## src/pkg/period_timer_pkg.sv

```systemverilog
package period_timer_pkg;

    // ==========================================
    // register map and field layout
    // ==========================================
    localparam int unsigned DATA_W = 8;
    localparam int unsigned ADDR_W = 3;
    localparam int unsigned SRC_W = 8;
    localparam int unsigned SRC_SEL_W = 3;
    localparam int unsigned PRESC_SEL_W = 3;
    localparam int unsigned PRESC_CNT_W = 7;
    localparam int unsigned POST_W = 4;
    localparam int unsigned MODE_W = 5;

    localparam logic [ADDR_W-1:0] OFS_COUNT = 3'h0;
    localparam logic [ADDR_W-1:0] OFS_PERIOD = 3'h1;
    localparam logic [ADDR_W-1:0] OFS_CONTROL = 3'h2;
    localparam logic [ADDR_W-1:0] OFS_HW_LIMIT = 3'h3;
    localparam logic [ADDR_W-1:0] OFS_RESET_SRC = 3'h4;

    localparam int unsigned CTRL_RUN_BIT = 7;
    localparam int unsigned CTRL_PRESC_LSB = 4;
    localparam int unsigned CTRL_POST_LSB = 0;
    localparam int unsigned MODE_CLASS_LSB = 3;

    localparam logic [DATA_W-1:0] COUNT_RESET = 8'h00;
    localparam logic [DATA_W-1:0] PERIOD_RESET = 8'hff;
    localparam logic [PRESC_SEL_W-1:0] PRESC_SEL_RESET = 3'h0;
    localparam logic [POST_W-1:0] POST_SEL_RESET = 4'h0;
    localparam logic [MODE_W-1:0] MODE_RESET = 5'h00;
    localparam logic [SRC_SEL_W-1:0] SRC_SEL_RESET = 3'h0;
    localparam logic [DATA_W-1:0] READ_IDLE = 8'h00;

    // ==========================================
    // mode classes and low mode codes
    // ==========================================
    localparam logic [1:0] CLASS_FREE = 2'h0;
    localparam logic [1:0] CLASS_ONESHOT = 2'h1;
    localparam logic [1:0] CLASS_MONO = 2'h2;
    localparam logic [2:0] LOW_SW = 3'h0;
    localparam logic [2:0] LOW_1 = 3'h1;
    localparam logic [2:0] LOW_2 = 3'h2;
    localparam logic [2:0] LOW_3 = 3'h3;
    localparam logic [2:0] LOW_4 = 3'h4;
    localparam logic [2:0] LOW_5 = 3'h5;
    localparam logic [2:0] LOW_6 = 3'h6;
    localparam logic [2:0] LOW_7 = 3'h7;

    typedef enum logic [1:0] {
        ST_IDLE = 2'h0,
        ST_RUN = 2'h1,
        ST_STOP = 2'h3
    } run_state_e;

    typedef struct packed {
        logic [ADDR_W-1:0] addr;
        logic [DATA_W-1:0] wdata;
        logic wr;
        logic rd;
    } reg_req_s;

    typedef struct packed {
        logic [DATA_W-1:0] count;
        logic [DATA_W-1:0] period;
        logic run_enable_bit;
        logic [PRESC_SEL_W-1:0] presc_sel;
        logic [POST_W-1:0] postscale_select;
        logic [MODE_W-1:0] mode;
        logic [SRC_SEL_W-1:0] src_sel;
        logic [PRESC_CNT_W-1:0] presc_cnt;
        logic [POST_W-1:0] post_cnt;
        run_state_e state;
        logic [SRC_W-1:0] sync1;
        logic [SRC_W-1:0] sync2;
        logic ers_prev;
        logic pulse;
        logic [DATA_W-1:0] rdata;
    } timer_state_s;

    localparam timer_state_s TIMER_STATE_RESET = '{
        count: COUNT_RESET,
        period: PERIOD_RESET,
        run_enable_bit: 1'b0,
        presc_sel: PRESC_SEL_RESET,
        postscale_select: POST_SEL_RESET,
        mode: MODE_RESET,
        src_sel: SRC_SEL_RESET,
        presc_cnt: '0,
        post_cnt: '0,
        state: ST_IDLE,
        sync1: '0,
        sync2: '0,
        ers_prev: 1'b0,
        pulse: 1'b0,
        rdata: READ_IDLE
    };

endpackage

```

## src/verilog/period_timer_hw_limit.sv

```systemverilog
// Strobed register access and the register offsets are this design's own decisions.
`timescale 1ns/1ps
`default_nettype none

// Summary of operation
// count rises per prescaler tick; on period match it clears at the next tick.
// count and period readable and writable; reset gives count 0, period all ones.
// prescaler divides the timer clock by 1 to 128 in powers of two.
// postscaler gives one output pulse per 1 to 16 period matches.
// count write, control write, reset or external reset clear both scalers.
// a control write never changes the count.
// free-running mode compares each tick; match zeroes count and advances postscaler.
// postscaler equal to postscale field pulses output one timer clock and clears.
// one-shot match clears run enable and stops until software re-enables.
// software keeps postscale at zero in one-shot mode.
// monostable stops at match, keeps run enable, external event restarts it.
// reset source chosen by select register; 5-bit mode picks its effect.
// external edge triggers come at least six timer clocks apart.
// external trigger levels last at least three timer clocks.
// external triggers are ignored during debug freeze.
// gated modes pause on inactive gate; 001 stops when low, 010 runs low.
// free software gate counts while run enable set, stops when cleared.
// edge-reset codes 011 any, 100 rising, 101 falling edge clear the count.
// level-reset codes hold count cleared: 110 while low, 111 while high.
// one-shot software start begins counting as soon as run enable is set.
// one-shot code 001 starts on a rising edge while run enable set.
// one-shot: clock after match clears run enable, stops with count zero.
// monostable: clock after match stops at zero, run enable stays set.
// edge-started modes need a fresh edge after run enable is set again.
// reserved mode codes keep the timer stopped with its count held.
module period_timer_hw_limit (
    input wire logic sys_clk,
    input wire logic srst,
    input wire logic timer_clk_en,
    input wire logic debug_freeze,
    input wire logic [period_timer_pkg::SRC_W-1:0] ext_reset_sources,
    input wire period_timer_pkg::reg_req_s reg_req,
    output logic [period_timer_pkg::DATA_W-1:0] rdata,
    output logic period_pulse_out
);

    period_timer_pkg::timer_state_s q;
    period_timer_pkg::timer_state_s next_q;

    // ==========================================
    // combinational next state
    // ==========================================
    always_comb begin
        logic ext_reset_signal;
        logic ers_lvl;
        logic rise;
        logic fall;
        logic any_edge;
        logic [1:0] mclass;
        logic [2:0] low;
        logic gate;
        logic hw_reset;
        logic start;
        logic reserved;
        logic oneshot_like;
        logic mono_like;
        logic run_active;
        logic inc;
        logic clr_scalers;
        logic [period_timer_pkg::PRESC_CNT_W-1:0] presc_last;

        next_q = q;
        ext_reset_signal = 1'b0;
        ers_lvl = 1'b0;
        rise = 1'b0;
        fall = 1'b0;
        any_edge = 1'b0;
        gate = 1'b1;
        hw_reset = 1'b0;
        start = 1'b0;
        reserved = 1'b0;
        oneshot_like = 1'b0;
        mono_like = 1'b0;
        run_active = 1'b0;
        inc = 1'b0;
        clr_scalers = 1'b0;
        presc_last = '0;
        mclass = q.mode[period_timer_pkg::MODE_CLASS_LSB +: 2];
        low = q.mode[2:0];

        // source selection sits after the second sync stage only
        next_q.sync1 = ext_reset_sources;
        next_q.sync2 = q.sync1;
        ext_reset_signal = q.sync2[q.src_sel];
        // freeze holds the last seen level so no edge or level change is seen
        ers_lvl = debug_freeze ? q.ers_prev : ext_reset_signal;
        rise = ers_lvl & ~q.ers_prev;
        fall = ~ers_lvl & q.ers_prev;
        any_edge = rise | fall;
        next_q.ers_prev = ers_lvl;

        // ==========================================
        // mode decode
        // ==========================================
        unique case (mclass)
            period_timer_pkg::CLASS_FREE: begin
                unique case (low)
                    period_timer_pkg::LOW_SW: gate = 1'b1;
                    period_timer_pkg::LOW_1: gate = ers_lvl;
                    period_timer_pkg::LOW_2: gate = ~ers_lvl;
                    period_timer_pkg::LOW_3: hw_reset = any_edge;
                    period_timer_pkg::LOW_4: hw_reset = rise;
                    period_timer_pkg::LOW_5: hw_reset = fall;
                    period_timer_pkg::LOW_6: hw_reset = ~ers_lvl;
                    period_timer_pkg::LOW_7: hw_reset = ers_lvl;
                endcase
            end
            period_timer_pkg::CLASS_ONESHOT: begin
                oneshot_like = 1'b1;
                unique case (low)
                    period_timer_pkg::LOW_SW: start = 1'b1;
                    period_timer_pkg::LOW_1: start = rise;
                    period_timer_pkg::LOW_2: start = fall;
                    period_timer_pkg::LOW_3: start = any_edge;
                    period_timer_pkg::LOW_4: begin
                        start = rise;
                        hw_reset = rise;
                    end
                    period_timer_pkg::LOW_5: begin
                        start = fall;
                        hw_reset = fall;
                    end
                    period_timer_pkg::LOW_6: begin
                        start = rise;
                        hw_reset = ~ers_lvl;
                    end
                    period_timer_pkg::LOW_7: begin
                        start = fall;
                        hw_reset = ers_lvl;
                    end
                endcase
            end
            period_timer_pkg::CLASS_MONO: begin
                unique case (low)
                    period_timer_pkg::LOW_1: begin
                        mono_like = 1'b1;
                        start = rise;
                    end
                    period_timer_pkg::LOW_2: begin
                        mono_like = 1'b1;
                        start = fall;
                    end
                    period_timer_pkg::LOW_3: begin
                        mono_like = 1'b1;
                        start = any_edge;
                    end
                    period_timer_pkg::LOW_6: begin
                        oneshot_like = 1'b1;
                        start = ers_lvl;
                        hw_reset = ~ers_lvl;
                    end
                    period_timer_pkg::LOW_7: begin
                        oneshot_like = 1'b1;
                        start = ~ers_lvl;
                        hw_reset = ers_lvl;
                    end
                    default: reserved = 1'b1;
                endcase
            end
            default: reserved = 1'b1;
        endcase

        // ==========================================
        // start and stop sequencing
        // ==========================================
        if (reserved) begin
            next_q.state = q.state;
            hw_reset = 1'b0;
        end else if (mclass == period_timer_pkg::CLASS_FREE) begin
            next_q.state = period_timer_pkg::ST_IDLE;
            run_active = q.run_enable_bit & gate;
        end else begin
            run_active = (q.state == period_timer_pkg::ST_RUN);
            unique case (q.state)
                period_timer_pkg::ST_IDLE: begin
                    // start is sampled only while enabled, so an edge seen
                    // while disabled is lost and a fresh one is needed
                    if (q.run_enable_bit && start) begin
                        next_q.state = period_timer_pkg::ST_RUN;
                        clr_scalers = 1'b1;
                    end
                end
                period_timer_pkg::ST_RUN: begin
                    if (!q.run_enable_bit) begin
                        next_q.state = period_timer_pkg::ST_IDLE;
                    end
                end
                period_timer_pkg::ST_STOP: begin
                    if (!q.run_enable_bit) begin
                        next_q.state = period_timer_pkg::ST_IDLE;
                    end else if (start) begin
                        next_q.state = period_timer_pkg::ST_RUN;
                        clr_scalers = 1'b1;
                    end
                end
            endcase
        end

        // ==========================================
        // prescaler, count and postscaler
        // ==========================================
        presc_last = period_timer_pkg::PRESC_CNT_W'((8'h01 << q.presc_sel) - 8'h01);
        if (timer_clk_en) begin
            next_q.pulse = 1'b0;
        end
        if (run_active && timer_clk_en) begin
            if (q.presc_cnt >= presc_last) begin
                next_q.presc_cnt = '0;
                inc = 1'b1;
            end else begin
                next_q.presc_cnt = q.presc_cnt + 1'b1;
            end
        end
        if (inc) begin
            if (q.count == q.period) begin
                next_q.count = '0;
                if (q.post_cnt == q.postscale_select) begin
                    next_q.post_cnt = '0;
                    next_q.pulse = 1'b1;
                end else begin
                    next_q.post_cnt = q.post_cnt + 1'b1;
                end
                if (oneshot_like) begin
                    next_q.run_enable_bit = 1'b0;
                    next_q.state = period_timer_pkg::ST_IDLE;
                end else if (mono_like) begin
                    next_q.state = period_timer_pkg::ST_STOP;
                end
            end else begin
                next_q.count = q.count + 1'b1;
            end
        end

        // level modes hold the count at zero for as long as the level lasts
        if (hw_reset) begin
            next_q.count = '0;
            clr_scalers = 1'b1;
        end

        // ==========================================
        // register writes win over hardware updates
        // ==========================================
        if (reg_req.wr) begin
            unique case (reg_req.addr)
                period_timer_pkg::OFS_COUNT: begin
                    next_q.count = reg_req.wdata;
                    clr_scalers = 1'b1;
                end
                period_timer_pkg::OFS_PERIOD: next_q.period = reg_req.wdata;
                period_timer_pkg::OFS_CONTROL: begin
                    next_q.run_enable_bit = reg_req.wdata[period_timer_pkg::CTRL_RUN_BIT];
                    next_q.presc_sel = reg_req.wdata[period_timer_pkg::CTRL_PRESC_LSB +:
                        period_timer_pkg::PRESC_SEL_W];
                    next_q.postscale_select = reg_req.wdata[period_timer_pkg::CTRL_POST_LSB +:
                        period_timer_pkg::POST_W];
                    next_q.count = q.count;
                    clr_scalers = 1'b1;
                end
                period_timer_pkg::OFS_HW_LIMIT: next_q.mode = reg_req.wdata[period_timer_pkg::MODE_W-1:0];
                period_timer_pkg::OFS_RESET_SRC:
                    next_q.src_sel = reg_req.wdata[period_timer_pkg::SRC_SEL_W-1:0];
                default: ;
            endcase
        end
        if (clr_scalers) begin
            next_q.presc_cnt = '0;
            next_q.post_cnt = '0;
        end

        // read data stand for one cycle only, unmapped reads give zero
        next_q.rdata = period_timer_pkg::READ_IDLE;
        if (reg_req.rd) begin
            unique case (reg_req.addr)
                period_timer_pkg::OFS_COUNT: next_q.rdata = q.count;
                period_timer_pkg::OFS_PERIOD: next_q.rdata = q.period;
                period_timer_pkg::OFS_CONTROL:
                    next_q.rdata = {q.run_enable_bit, q.presc_sel, q.postscale_select};
                period_timer_pkg::OFS_HW_LIMIT: next_q.rdata = {3'h0, q.mode};
                period_timer_pkg::OFS_RESET_SRC: next_q.rdata = {5'h00, q.src_sel};
                default: next_q.rdata = period_timer_pkg::READ_IDLE;
            endcase
        end
    end

    // ==========================================
    // state register
    // ==========================================
    always_ff @(posedge sys_clk) begin
        if (srst) begin
            q <= period_timer_pkg::TIMER_STATE_RESET;
        end else begin
            q <= next_q;
        end
    end

    assign rdata = q.rdata;
    assign period_pulse_out = q.pulse;

endmodule

`default_nettype wire

```

## config.mk

```make
export PLATFORM = sky130hd
export DESIGN_NAME = period_timer_hw_limit
export DESIGN_NICKNAME = d
export VERILOG_FILES = /design/src/pkg/period_timer_pkg.sv /design/src/verilog/period_timer_hw_limit.sv
export SDC_FILE = /design/constraint.sdc
export NUM_CORES = 1
export LEC_CHECK = 0
export BUFFER_PORTS_ARGS = -buffer_cell sky130_fd_sc_hd__buf_2
export CAP_MARGIN = 20
export CORE_AREA = 2 2 93 95
export CTS_BUF_LIST = sky130_fd_sc_hd__clkbuf_8
export DETAILED_ROUTE_END_ITERATION = 10
export DIE_AREA = 0 0 95 97
export PLACE_DENSITY = 0.68
export REMOVE_ABC_BUFFERS = 1
export SYNTH_ARGS = -nofsm -noshare
export SYNTH_HDL_FRONTEND = slang
export SYNTH_SLANG_ARGS = --single-unit
```

## constraint.sdc

```tcl
create_clock -name sys_clk -period 3.6 [get_ports sys_clk]
set_input_delay 0.36 -clock sys_clk [delete_from_list [all_inputs] [get_ports sys_clk]]
set_output_delay 0.36 -clock sys_clk [all_outputs]
set_load 0.05 [all_outputs]
```

==> results.txt <==
----------------------------------------------------
[Finish]
  Antenna Cells ... 0
  Multi-input gate area in the final layout ... 2330 um2
  Share of post-route cells with drive strength above 1 ... 13.3%
  Count of filler cells inserted in the layout ... 755
  Area growth from synthesis to layout ... 7.75%
  Reg area ... 1420 um2
  Net count of the finished layout ... 513

[Run status]
  Outcome ... finished clean

[Timing]
  Crit path time final ... 3.29 ns
  Normalized max-slew margin ... 52.0%
  Final-report hold violation count ... 0
  Post-route setup TNS ... 0 ns
  Clock Skews ... 0.0139 ns
  Number of endpoints failing setup at the final stage ... 0
  Fmax ... 0.304 GHz
  Ratio of final minimum period to clock period ... 91.5%
  Slew Viols, Final ... 0
  Slew @ Worst Pin ... 0.720 ns
  Unrepaired setup endpoints after global routing ... false

[Yosys]
  Commonest cells in the netlist ... dfxtp_1 (71), nor2_1 (45), nor2b_1 (32), nand2_1 (28), a21oi_1 (25)
  Predominant post-synthesis flop cell ... dfxtp_1
  Cell Area, Synth ... 3990 um2
  Warnings from Yosys ... 0
  Post-Syn Instances ... 460
  Post-synthesis async set-or-reset flop share ... 0%
  Count of cell types in the netlist ... 58
  Proportion of netlist area held by the largest area contributor ... 35.6%
  Post-synthesis sequential area ratio ... 35.6%
  Number of enable-type register cells in the synthesized netlist ... 0
  Synth Register Bits ... 71
  Library cell with the largest summed area after synthesis ... dfxtp_1
  Cells taking the most area after synthesis ... dfxtp_1 (36%), ha_1 (6.0%), nor2b_1 (5.0%)
  Top-count cell post-synth ... dfxtp_1
  Avg Inst Size Synth ... 8.67 um2

[Detailed routing]
  First-pass iteration count of the detailed router ... 4
  Routed vias ... 3281
  DRT iter0 DRCs ... 157
  Via-per-instance ratio ... 5.67
  Residual DRC count ... 0
  Drt wl/cell ... 15.5 um
  DRT Wirelength ... 8.99 mm
  Antenna Violating Nets Remaining ... 0

[Die]
  Area of the core ... 8130 um2
  Die outline area ... 9220 um2
  Die outline width ... 95 um
  Initial Utilization ... 49.0%
  Vert. Die Dim ... 97 um
  Site Rows ... 33
  I/O Pins ... 34

[Clocking]
  Number of H-tree levels ... 3
  CTS tree ... built
  Clock latency reported for the late side of the worst-skew pair ... 0.35 ns
  Worst-case clock buffer depth ... 2
  Clock sink total ... 71
  Root buffer cell ... clkbuf_8
  CTS buffer count ... 9
  Clock slew at reported path FFs ... 0.08 ns

[Worst hold path]
  Classification of the worst-slack hold path ... primary input to flip-flop
  Launch instance of the worst min-delay path ... ext_reset_sources[2]

[Critical path]
  Bufs and invs on worst path ... 1
  Type of element capturing the critical path ... flip-flop
  CP cell instances ... mux4_1 -> mux2i_4 -> nor2_1 -> a21oi_1 -> inv_1 -> ha_1 -> mux2i_1 -> nor4_1 -> o21ai_0 -> o2111ai_1 -> a31o_2 -> a31o_2 -> a221oi_1
  Worst setup path class ... flip-flop to flip-flop
  Worst flop-to-flop path startpoint ... q[39]
  Startpoint type of the worst setup path ... flip-flop
  Required time at the worst-slack endpoint ... 3.85 ns
  Critical Path AT ... 3.54 ns
  Source of the critical timing path ... q[39]
  Family with the most delay on the worst path ... compound AO/OA/AOI/OAI gates
  Longest individual stage delay on the worst path ... 0.62 ns
  Slowest cell on the critical path ... mux4_1
  Cell repeated most along the worst path ... a31o_2
  Largest fanout on the critical path ... 7

[GRT]
  Number of antenna violations at the first check in global routing ... 0
  Maximum number of pins on one net before global-route repair ... 39
  GRT Resource Usage Total ... 20.9%
  Global-route wire length before repair ... 15.2 mm
  Number of global-route vias before repair ... 3135
  Remaining global-route overflow ... 0

[Placement]
  Buffers on Ports ... 33
  Routability congestion estimate from global placement ... 0.809
  Half-perimeter wire length after placement ... 6.46 mm

[Power]
  Reported leakage power ... 1.71 nW
  Power after layout ... 1.55 mW
  Cell area power density ... 360 nW/um2
  Peak VDD IR ... 0.256 mV

[Flow run]
  Number of max-cap violations ... 0

----------------------------------------------------
## stage by stage
stage               utilization, %  std cells  setup WS [ns]  hold slack (ns)  cell area (um2)
global placement              50.7        563          0.407            0.419             4120
finish                        52.8        579          0.306            0.215             4300
global route                  52.8        579         0.0367            0.201             4300
floorplan                        -        423          0.611            0.414             3810
CTS                           52.8        579          0.279            0.199             4290
detailed placement            50.7        563          0.302            0.424             4120
## power by group
| group | leakage, nW | internal [mW] | switching (mW) | total (mW) |
|---|---|---|---|---|
| Clock | 0.0834 | 0.251 | 0.321 | 0.572 |
| Combinational | 1.05 | 0.0631 | 0.0893 | 0.152 |
| Sequential | 0.578 | 0.804 | 0.0184 | 0.823 |
## area by class of cell
class,count,area share [%]
clock buffers,9,2.88
flip-flops and latches,71,33.1
multi-input cells,335,54.2
repair buffers,35,4.19
inverters,17,1.48
well taps,105,3.06
clock inverters,7,1.14
## registers in the layout, summed over array words and instances (netlist names)
register,count
rdata,8
period_pulse_out,1
q,54
next_q,8
## final timing paths
kind	end	slack, ns	cells past startpoint
setup reg to reg	q[70]	0.31	13
setup / recovery	q[70]	0.31	13
hold / removal	next_q[12]	0.22	2
hold reg to reg	q[14]	0.43	1
## kinds of logic after synthesis
kind of cell	count (synthesis)	synth area share, %
compound gates	102	18.0
xor+xnor	23	5.05
fa+ha+maj	19	5.96
buf+inv	54	6.12
flops	71	35.6
mux	23	7.53
simple gates	168	21.7
## layout by cell type, fill, tap and decap left out, types with 3 or more instances in the layout
cell type	count
nor2b_1	32
a21oi_1	25
inv_1	18
ha_1	19
a221oi_1	5
nand3b_1	3
xor2_1	11
o21ai_0	18
and2_1	5
buf_2	33
a211o_1	11
nand2_1	28
and3_1	8
or3_1	6
clkinvlp_4	3
mux2i_1	18
a31o_2	3
nand3_1	13
o22a_1	3
xnor2_1	12
nand2b_1	8
a21o_1	6
a31oi_1	9
clkbuf_8	9
nand4_1	6
nor4_1	4
o211ai_1	3
nor2_1	45
dfxtp_1	71
## layer usage
metal	share of wire [%]	vias up	track usage, %
li1	-	1630	-
met1	47	1575	28.5
met2	48	65	32.9
met3	3.5	11	4.44
met4	1.4	0	6.35
met5	0	-	0
## worst register-to-register path: stages, from the launching register on
cell and delay, ns:
dfxtp_1 0.39, mux4_1 0.62, mux2i_4 0.27, nor2_1 0.07, a21oi_1 0.21, inv_1 0.07, ha_1 0.21, mux2i_1 0.15
nor4_1 0.07, o21ai_0 0.21, o2111ai_1 0.15, a31o_2 0.30, a31o_2 0.23, a221oi_1 0.25
## timing repair
action | in CTS | in global routing
hold buffers | 0 | 0
endpoints found under the setup margin | 0 | 7
resized for setup | 0 | 1
endpoints found under the hold margin | 0 | 0
setup buffers | 0 | 0
(Power assumes the default switching activity.)
